File: src/verilog/cas_pkg.sv
// cas_pkg: register map, flag positions and reset values of the
// converter alarm status and mask block.
// assumes an 8-bit register port with 12-bit addresses.
package cas_pkg;

	localparam int          CAS_ADDR_W         = 12;
	localparam int          CAS_DATA_W         = 8;
	localparam int          CAS_FLAG_W         = 6;
	localparam int          CAS_LANES          = 8;
	localparam int          CAS_DIV_W          = 4;

	localparam logic [11:0] CAS_ADDR_SUMMARY   = 12'h2c0;
	localparam logic [11:0] CAS_ADDR_FLAGS     = 12'h2c1;
	localparam logic [11:0] CAS_ADDR_MASK      = 12'h2c2;
	localparam logic [11:0] CAS_ADDR_LANE_ERR  = 12'h2c4;

	localparam int          CAS_BIT_FIFO       = 5;
	localparam int          CAS_BIT_PLL        = 4;
	localparam int          CAS_BIT_LINK       = 3;
	localparam int          CAS_BIT_REALIGN    = 2;
	localparam int          CAS_BIT_RSVD       = 1;
	localparam int          CAS_BIT_CLK        = 0;

	localparam logic [5:0]  CAS_FLAGS_RST      = 6'h3f;
	localparam logic [7:0]  CAS_MASK_RST       = 8'h3f;
	localparam logic [7:0]  CAS_LANE_RST       = 8'hff;
	localparam logic [5:0]  CAS_ALARM_BITS     = 6'h3d;
	localparam logic [7:0]  CAS_RDATA_UNMAPPED = 8'h00;

	typedef enum logic [0:0] {
		CAS_ENC_8B10B  = 1'b0,
		CAS_ENC_64B66B = 1'b1
	} cas_enc_t;

endpackage

File: src/verilog/cas_sticky_if.sv
// cas_sticky_if: set, clear and value of a bank of sticky flags.
// assumes one producer of set, one owner of clr, one bank module.
interface cas_sticky_if #(
	parameter int W = 8
);
	logic [W-1:0] set;
	logic [W-1:0] clr;
	logic [W-1:0] q;

	modport src (output set);
	modport ctl (output clr, input q);
	modport own (input set, input clr, output q);
endinterface

File: src/verilog/cas_sticky_bank.sv
// cas_sticky_bank: bank of sticky flags, cleared by write-one pulses.
// assumes set and clr are single-cycle or level, synchronous to core_clk.
module cas_sticky_bank
	import cas_pkg::*;
#(
	parameter int         W   = 8,
	parameter logic [W-1:0] RST = '1
) (
	input  wire logic     core_clk,
	input  wire logic     srst,
	input  wire logic     soft_rst,
	cas_sticky_if.own     bank
);

	logic [W-1:0] flag_ff;

	assign bank.q = flag_ff;

	genvar gi;
	generate
		for (gi = 0; gi < W; gi++) begin : g_bit
			always_ff @(posedge core_clk) begin
				if (srst || soft_rst) begin
					flag_ff[gi] <= RST[gi];
				end else if (bank.set[gi]) begin
					// set wins over clr in the same cycle
					flag_ff[gi] <= 1'b1;
				end else if (bank.clr[gi]) begin
					flag_ff[gi] <= 1'b0;
				end
			end
		end
	endgenerate

endmodule

File: src/verilog/cas_cond_detect.sv
// cas_cond_detect: turns raw link and clock status into flag set terms.
// assumes all status inputs are synchronous to core_clk.
module cas_cond_detect
	import cas_pkg::*;
#(
	parameter int LANES = CAS_LANES,
	parameter int DIV_W = CAS_DIV_W
) (
	input  wire logic             core_clk,
	input  wire logic             srst,
	input  wire logic             soft_rst,
	input  wire logic             link_enable,
	input  wire cas_enc_t         link_enc,
	input  wire logic             link_in_data,
	input  wire logic             link_realign,
	input  wire logic             serializer_pll_locked,
	input  wire logic             clock_realigned,
	input  wire logic [DIV_W-1:0] div_phase_ab,
	input  wire logic [DIV_W-1:0] div_phase_cd,
	input  wire logic [LANES-1:0] lane_active,
	input  wire logic [LANES-1:0] lane_fifo_err,
	cas_sticky_if.src             flags,
	cas_sticky_if.src             lanes
);

	logic link_en_d_ff;
	logic link_start;
	logic link_term;

	always_ff @(posedge core_clk) begin
		if (srst || soft_rst) begin
			link_en_d_ff <= 1'b0;
		end else begin
			link_en_d_ff <= link_enable;
		end
	end

	assign link_start = link_enable & ~link_en_d_ff;

	always_comb begin
		if (link_enc == CAS_ENC_8B10B) begin
			// enabled yet not in data
			link_term = link_enable & ~link_in_data;
		end else begin
			// start or forced realign
			link_term = link_start | (link_enable & link_realign);
		end
	end

	// per-lane record of fifo faults
	assign lanes.set = lane_fifo_err & lane_active;

	always_comb begin
		flags.set = '0;
		// any active lane fifo fault
		flags.set[CAS_BIT_FIFO]    = |(lane_fifo_err & lane_active);
		// serializer pll out of lock
		flags.set[CAS_BIT_PLL]     = ~serializer_pll_locked;
		flags.set[CAS_BIT_LINK]    = link_term;
		// sysref clock realignment
		flags.set[CAS_BIT_REALIGN] = clock_realigned;
		// divider pairs disagree
		// no link enable gating
		flags.set[CAS_BIT_CLK]     = (div_phase_ab != div_phase_cd);
	end

endmodule

File: src/verilog/cas_alarm_top.sv
// cas_alarm_top: alarm status flags, mask, summary alarm and pin route.
// assumes a register port of address, write and read strobes from the
// serial front end, one access per cycle, all on core_clk.
// Function
// fifo fault sets flag bit 5
// pll unlock sets flag bit 4
// 8b10b: enabled, not data, sets bit 3
// 64b66b: start or realign sets bit 3
// sysref realignment sets flag bit 2
// divider mismatch sets flag bit 0
// flags sticky, write one clears
// reset loads flags 0x3f
// only clock flag valid while disabled
// software clears flags after enabling link
// mask bits keep flags off summary
// software writes mask reserved defaults
// software reads per-lane register after fifo
// summary is any unmasked flag set; code leaves reserved bit 1 out
// clearing fifo flag clears per-lane bits
// summary routable to cal status pin
// set wins over same-cycle clear
module cas_alarm_top
	import cas_pkg::*;
#(
	parameter int LANES = CAS_LANES,
	parameter int DIV_W = CAS_DIV_W
) (
	input  wire logic                  core_clk,
	input  wire logic                  srst,
	input  wire logic                  soft_rst,
	input  wire logic [CAS_ADDR_W-1:0] reg_addr,
	input  wire logic                  reg_wr,
	input  wire logic [CAS_DATA_W-1:0] reg_wdata,
	input  wire logic                  reg_rd,
	output logic      [CAS_DATA_W-1:0] reg_rdata,
	input  wire logic                  link_enable,
	input  wire cas_enc_t              link_enc,
	input  wire logic                  link_in_data,
	input  wire logic                  link_realign,
	input  wire logic                  serializer_pll_locked,
	input  wire logic                  clock_realigned,
	input  wire logic [DIV_W-1:0]      div_phase_ab,
	input  wire logic [DIV_W-1:0]      div_phase_cd,
	input  wire logic [LANES-1:0]      lane_active,
	input  wire logic [LANES-1:0]      lane_fifo_err,
	input  wire logic                  cal_status_sel,
	input  wire logic                  cal_done,
	output logic                       summary_alarm,
	output logic                       cal_status_pin
);

	logic [CAS_DATA_W-1:0] alarm_flag_mask_ff;
	logic [CAS_DATA_W-1:0] rdata_ff;
	logic [CAS_DATA_W-1:0] nxt_rdata;
	logic                  summary_ff;
	logic                  cal_pin_ff;
	logic                  wr_flags;
	logic                  wr_mask;
	logic                  wr_lanes;
	logic [CAS_DATA_W-1:0] alarm_flags;
	logic [CAS_DATA_W-1:0] lane_bits;
	logic                  nxt_summary;

	cas_sticky_if #(.W(CAS_FLAG_W)) flag_bus ();
	cas_sticky_if #(.W(LANES))      lane_bus ();

	cas_cond_detect #(
		.LANES (LANES),
		.DIV_W (DIV_W)
	) u_detect (
		.core_clk              (core_clk),
		.srst                  (srst),
		.soft_rst              (soft_rst),
		.link_enable           (link_enable),
		.link_enc              (link_enc),
		.link_in_data          (link_in_data),
		.link_realign          (link_realign),
		.serializer_pll_locked (serializer_pll_locked),
		.clock_realigned       (clock_realigned),
		.div_phase_ab          (div_phase_ab),
		.div_phase_cd          (div_phase_cd),
		.lane_active           (lane_active),
		.lane_fifo_err         (lane_fifo_err),
		.flags                 (flag_bus.src),
		.lanes                 (lane_bus.src)
	);

	// bank resets to all ones
	// set beats clear inside bank
	cas_sticky_bank #(
		.W   (CAS_FLAG_W),
		.RST (CAS_FLAGS_RST)
	) u_flags (
		.core_clk (core_clk),
		.srst     (srst),
		.soft_rst (soft_rst),
		.bank     (flag_bus.own)
	);

	cas_sticky_bank #(
		.W   (LANES),
		.RST (LANES'(CAS_LANE_RST))
	) u_lanes (
		.core_clk (core_clk),
		.srst     (srst),
		.soft_rst (soft_rst),
		.bank     (lane_bus.own)
	);

	// address decode for writes
	always_comb begin
		wr_flags = 1'b0;
		wr_mask  = 1'b0;
		wr_lanes = 1'b0;
		if (reg_wr && reg_addr == CAS_ADDR_FLAGS) begin
			wr_flags = 1'b1;
		end else if (reg_wr && reg_addr == CAS_ADDR_MASK) begin
			wr_mask = 1'b1;
		end else if (reg_wr && reg_addr == CAS_ADDR_LANE_ERR) begin
			wr_lanes = 1'b1;
		end
	end

	// write one clears the flag
	assign flag_bus.clr = wr_flags ? reg_wdata[CAS_FLAG_W-1:0]
		: '0;

	// fifo flag clear empties lanes
	always_comb begin
		lane_bus.clr = '0;
		if (wr_lanes) begin
			lane_bus.clr = reg_wdata[LANES-1:0];
		end
		if (wr_flags && reg_wdata[CAS_BIT_FIFO]) begin
			lane_bus.clr = '1;
		end
	end

	// mask register, plain read/write
	always_ff @(posedge core_clk) begin
		if (srst || soft_rst) begin
			alarm_flag_mask_ff <= CAS_MASK_RST;
		end else if (wr_mask) begin
			// reserved bits are stored as written; software keeps defaults
			alarm_flag_mask_ff <= reg_wdata;
		end
	end

	// reserved status bits 7:6 read as zero
	assign alarm_flags = {2'b00, flag_bus.q};
	assign lane_bits   = CAS_DATA_W'(lane_bus.q);

	// any unmasked flag but reserved bit 1 raises summary
	// masked flags are excluded
	assign nxt_summary = |(flag_bus.q & ~alarm_flag_mask_ff[5:0]
		& CAS_ALARM_BITS);

	always_ff @(posedge core_clk) begin
		if (srst || soft_rst) begin
			summary_ff <= 1'b0;
		end else begin
			summary_ff <= nxt_summary;
		end
	end

	// pin shows summary when selected
	always_ff @(posedge core_clk) begin
		if (srst || soft_rst) begin
			cal_pin_ff <= 1'b0;
		end else if (cal_status_sel) begin
			cal_pin_ff <= nxt_summary;
		end else begin
			cal_pin_ff <= cal_done;
		end
	end

	// read decode; unmapped addresses answer zero
	always_comb begin
		nxt_rdata = CAS_RDATA_UNMAPPED;
		if (reg_addr == CAS_ADDR_SUMMARY) begin
			nxt_rdata = {7'h00, nxt_summary};
		end else if (reg_addr == CAS_ADDR_FLAGS) begin
			nxt_rdata = alarm_flags;
		end else if (reg_addr == CAS_ADDR_MASK) begin
			nxt_rdata = alarm_flag_mask_ff;
		end else if (reg_addr == CAS_ADDR_LANE_ERR) begin
			nxt_rdata = lane_bits;
		end
	end

	// read data holds until the next read strobe
	always_ff @(posedge core_clk) begin
		if (srst || soft_rst) begin
			rdata_ff <= CAS_RDATA_UNMAPPED;
		end else if (reg_rd) begin
			rdata_ff <= nxt_rdata;
		end
	end

	assign reg_rdata      = rdata_ff;
	assign summary_alarm  = summary_ff;
	assign cal_status_pin = cal_pin_ff;

endmodule

File: config.mk
export PLATFORM = sky130hd
export DESIGN_NAME = cas_alarm_top
export DESIGN_NICKNAME = d
export VERILOG_FILES = /design/src/verilog/cas_pkg.sv /design/src/verilog/cas_sticky_if.sv /design/src/verilog/cas_sticky_bank.sv /design/src/verilog/cas_cond_detect.sv /design/src/verilog/cas_alarm_top.sv
export SDC_FILE = /design/constraint.sdc
export NUM_CORES = 1
export LEC_CHECK = 0
export ABC_CLOCK_PERIOD_IN_PS = 2200
export BUFFER_PORTS_ARGS = -buffer_cell sky130_fd_sc_hd__buf_2
export CAP_MARGIN = 20
export CORE_ASPECT_RATIO = 0.9
export CORE_UTILIZATION = 35
export CTS_CLUSTER_SIZE = 30
export DETAILED_ROUTE_END_ITERATION = 10
export PLACE_DENSITY = 0.65
export RECOVER_POWER = 25
export SYNTH_ARGS = -nofsm -noshare
export SYNTH_HDL_FRONTEND = slang
export SYNTH_SLANG_ARGS = --single-unit
File: constraint.sdc
create_clock -name core_clk -period 2.2 [get_ports core_clk]
set_clock_uncertainty 0.15 [all_clocks]
set_input_delay 0.22 -clock core_clk [delete_from_list [all_inputs] [get_ports core_clk]]
set_output_delay 0.22 -clock core_clk [all_outputs]
set_load 0.02 [all_outputs]
==> results by group <==
CTS
  • CTS tree: built
  • Post-CTS setup repair buffer count: 0
  • Clock Path Buffers: 2
  • CTS Buf Count: 5
  • Total number of clock tree sinks: 33
  • Clock insertion delay at the later pin of the skew report: 0.29 ns
  • Clock transition time at the flip-flop clock pins of the worst setup and hold paths: 0.07 ns
  • CTS root buffer: sky130_fd_sc_hd__clkbuf_8
  • H-tree depth reported by CTS: 2

Cells and area
  • Sequential Area: 661 um^2
  • Synth-to-Final Area Change: 32.7%
  • Antenna cell count: 0
  • Fraction of final layout cells sized beyond drive strength 1: 0.328
  • Final nets: 324
  • Fillcell total: 462
  • Area occupied by multi-input gates: 940 um^2

Floorplanning
  • Horizontal die dimension: 74.8 um
  • Core box area: 4520 um^2
  • IO Pins: 67
  • Die Y-Extent: 67.5 um
  • Area of the die: 5050 um^2
  • Initial cell density of the core: 0.369
  • Row Count: 23

Logic synthesis
  • Synth async-reset ratio: 0
  • Number of enable-type register cells in the synthesized netlist: 0
  • Share of Yosys cell area claimed by the top area cell type: 0.396
  • Synthesized area divided by synthesized cell count: 8.83 um^2
  • Most used standard cells in the synthesized netlist: 33 x sky130_fd_sc_hd__dfxtp_1, 32 x sky130_fd_sc_hd__nand2_1, 11 x sky130_fd_sc_hd__o21ai_0
  • Dominant cell by count in the synthesized netlist: sky130_fd_sc_hd__dfxtp_1
  • Share of the yosys chip area belonging to registers: 0.396
  • Synth Net Count: 246
  • Yosys cell types: 43
  • Netlist Area Pre-Place: 1670 um^2
  • Flip-flop and latch count after synthesis: 33
  • Cell type contributing the most total cell area after synthesis: sky130_fd_sc_hd__dfxtp_1
  • Synthesized instance count: 189
  • Post-synth top flop: sky130_fd_sc_hd__dfxtp_1
  • Top cells by area in the synthesized netlist: sky130_fd_sc_hd__dfxtp_1 40%, sky130_fd_sc_hd__nand2_1 7.2%, sky130_fd_sc_hd__mux2i_1 4.8%
  • Yosys warnings: 0

Detailed routing
  • Antenna Nets Post-Route: 0
  • Met2 routed wirelength: 1.91 mm
  • Highest routed layer: met4
  • Detailed route wirelength on metal3: 217 um
  • Average routed wire per standard cell: 13.9 um
  • Remaining design rule violation count: 0
  • Total wire length after detailed routing: 4.57 mm
  • Wire length on met1: 2.37 mm
  • Average via count per standard cell: 5.06
  • Number of iterations in the first detailed-routing pass: 4
  • DRC violation total after the first TritonRoute iteration: 69
  • Detailed-route via count: 1669

Setup path
  • Worst Reg-to-Reg Cells: 4
  • Start-to-end type of the worst setup path: primary input to flop
  • Element type at the critical path end: flop
  • Worst setup slack for register-to-register paths: 0.93 ns
  • R2r startpoint: u_flags.bank.q[5]
  • CP Data Arrival Time: 1.89 ns
  • Data required time of the worst path: 2.20 ns
  • Startpoint Class: primary input
  • Largest fanout on the critical path: 8
  • R2r endpoint: reg_rdata[0]

Place
  • Port-buffer cells: 66
  • GPL Wtd Cong: 0.807
  • Setup slack at placement: 0.0466 ns
  • HPWL after detailed placement: 3.56 mm

Global routing
  • Total routing resource utilization after global routing: 0.200
  • Sum of overflow across all layers after global routing: 0
  • Number of global-route vias before repair: 1521
  • Initial antenna violation count: 0
  • Largest net degree at the start of global routing: 17
  • Wire length of the first global-routing pass: 7.42 mm

STA
  • Headroom to the max-slew limit: 0.611
  • Setup Viol. Count Final: 0
  • RSZ-0062 raised after global routing: no
  • Final period utilization: 0.855
  • Number of slew-limit violations in the final report: 0
  • Max Freq: 531 MHz
  • Measured slew at the worst slew-check pin: 0.583 ns
  • Shortest clock period the worst path allows after layout: 1.88 ns
  • Final-report hold violation count: 0
  • Setup tns final: 0 ns
  • Least setup slack across all paths after layout: 0.318 ns

Power and ir drop
  • Leakage: 0.000861 uW
  • Power, Total: 1180 uW
  • Worst IR Drop VDD: 0.246 mV
  • Power per standard cell area: 533 nW/um^2

Status
  • Status: finished, final reports clean

Hold path
  • Terminating pin of the worst hold path: u_flags.bank.q[4]
  • Cell depth of the worst min-delay path: 3
  • Path category of the worst min-delay check: primary input to flop
  • Startpoint of the tightest hold check path: serializer_pll_locked

Job
  • Max Cap Violations: 0
[what timing repair did]
action	CTS	global route
gates resized for setup	0	0
endpoints found under the hold margin	3	0
hold buffers	3	0
[cells by family (layout without fill, tap and decap cells)]
kind of cell | Yosys count | in the layout | synth area share
and+or+nand+nor | 84 | 84 | 0.289
AOI/OAI and AO/OA | 46 | 46 | 0.205
DFF | 33 | 33 | 0.396
buffers and inverters | 14 | 93 | 0.0412
muxes | 8 | 8 | 0.0480
xor gates and xnor gates | 4 | 4 | 0.0210
[cell type report]
cell class / instances / area share
multi-input cells: 142 / 0.424
flip-flops and latches: 33 / 0.298
repair buffers: 82 / 0.200
well taps: 62 / 0.0350
clock buffers: 6 / 0.0328
inverters: 3 / 0.00508
clock inverters: 2 / 0.00452
[stage by stage]
stage	hold slack [ns]	instance area, um^2	cells	utilization
after detailed placement	0.274	2120	319	0.469
final	0.0240	2210	330	0.490
after global routing	0.0275	2210	330	0.490
after floorplan	0.166	1670	189	-
after global placement	0.272	2120	319	0.469
after CTS	0.0174	2230	330	0.493
[placed cells by master (no fill, tap or decap), types with 5 or more instances in the layout]
master / n
sky130_fd_sc_hd__nand3_1: 5
sky130_fd_sc_hd__o21ai_0: 11
sky130_fd_sc_hd__dfxtp_1: 33
sky130_fd_sc_hd__and2_1: 5
sky130_fd_sc_hd__a22oi_1: 6
sky130_fd_sc_hd__clkbuf_8: 5
sky130_fd_sc_hd__buf_4: 12
sky130_fd_sc_hd__buf_2: 57
sky130_fd_sc_hd__nand2_1: 32
sky130_fd_sc_hd__clkbuf_1: 11
sky130_fd_sc_hd__mux2i_1: 8
sky130_fd_sc_hd__a31o_2: 5
sky130_fd_sc_hd__nor2_1: 7
sky130_fd_sc_hd__nor2b_1: 5
sky130_fd_sc_hd__a31oi_1: 5
[how the worst max path moves through the flow]
stage / slack [ns] / endpoint / depth (start not counted) / startpoint
floorplan: 0.13 / u_flags.bank.q[5] / 5 / reg_addr[11]
global placement: 0.07 / u_flags.bank.q[5] / 4 / reg_addr[5]
detailed placement: 0.05 / alarm_flag_mask_ff[1] / 7 / reg_addr[5]
CTS: 0.35 / alarm_flag_mask_ff[0] / 7 / reg_addr[5]
global route: 0.22 / alarm_flag_mask_ff[1] / 7 / reg_addr[5]
finish: 0.32 / alarm_flag_mask_ff[1] / 7 / reg_addr[5]
[registers in the layout, indices dropped and copies added (netlist names)]
name,cells
reg_rdata,8
u_lanes.bank.q,8
alarm_flag_mask_ff,8
u_flags.bank.q,6
cal_status_pin,1
summary_alarm,1
u_detect.link_en_d_ff,1
[power by group]
group          total (uW)  switching (uW)  leakage, uW  internal [uW]
clock                 432             214    0.0000450            219
sequential            600           0.642     0.000267            599
combinational         148            78.1     0.000549           69.9
total                1180             292     0.000861            888
[worst max-delay path, cell delays in order]
cell                      delay (ns)
sky130_fd_sc_hd__buf_2          0.09
sky130_fd_sc_hd__or4bb_1        0.65
sky130_fd_sc_hd__buf_4          0.21
sky130_fd_sc_hd__nor4_4         0.19
sky130_fd_sc_hd__buf_4          0.24
sky130_fd_sc_hd__mux2i_1        0.21
sky130_fd_sc_hd__nand2_1        0.06
[layer usage]
layer | track usage | up-vias
met3 | 0.0418 | 4
met1 | 0.280 | 744
li1 | - | 862
met2 | 0.294 | 59
met4 | 0.0920 | 0
met5 | 0 | -
Power figures use the tool's default switching activity.
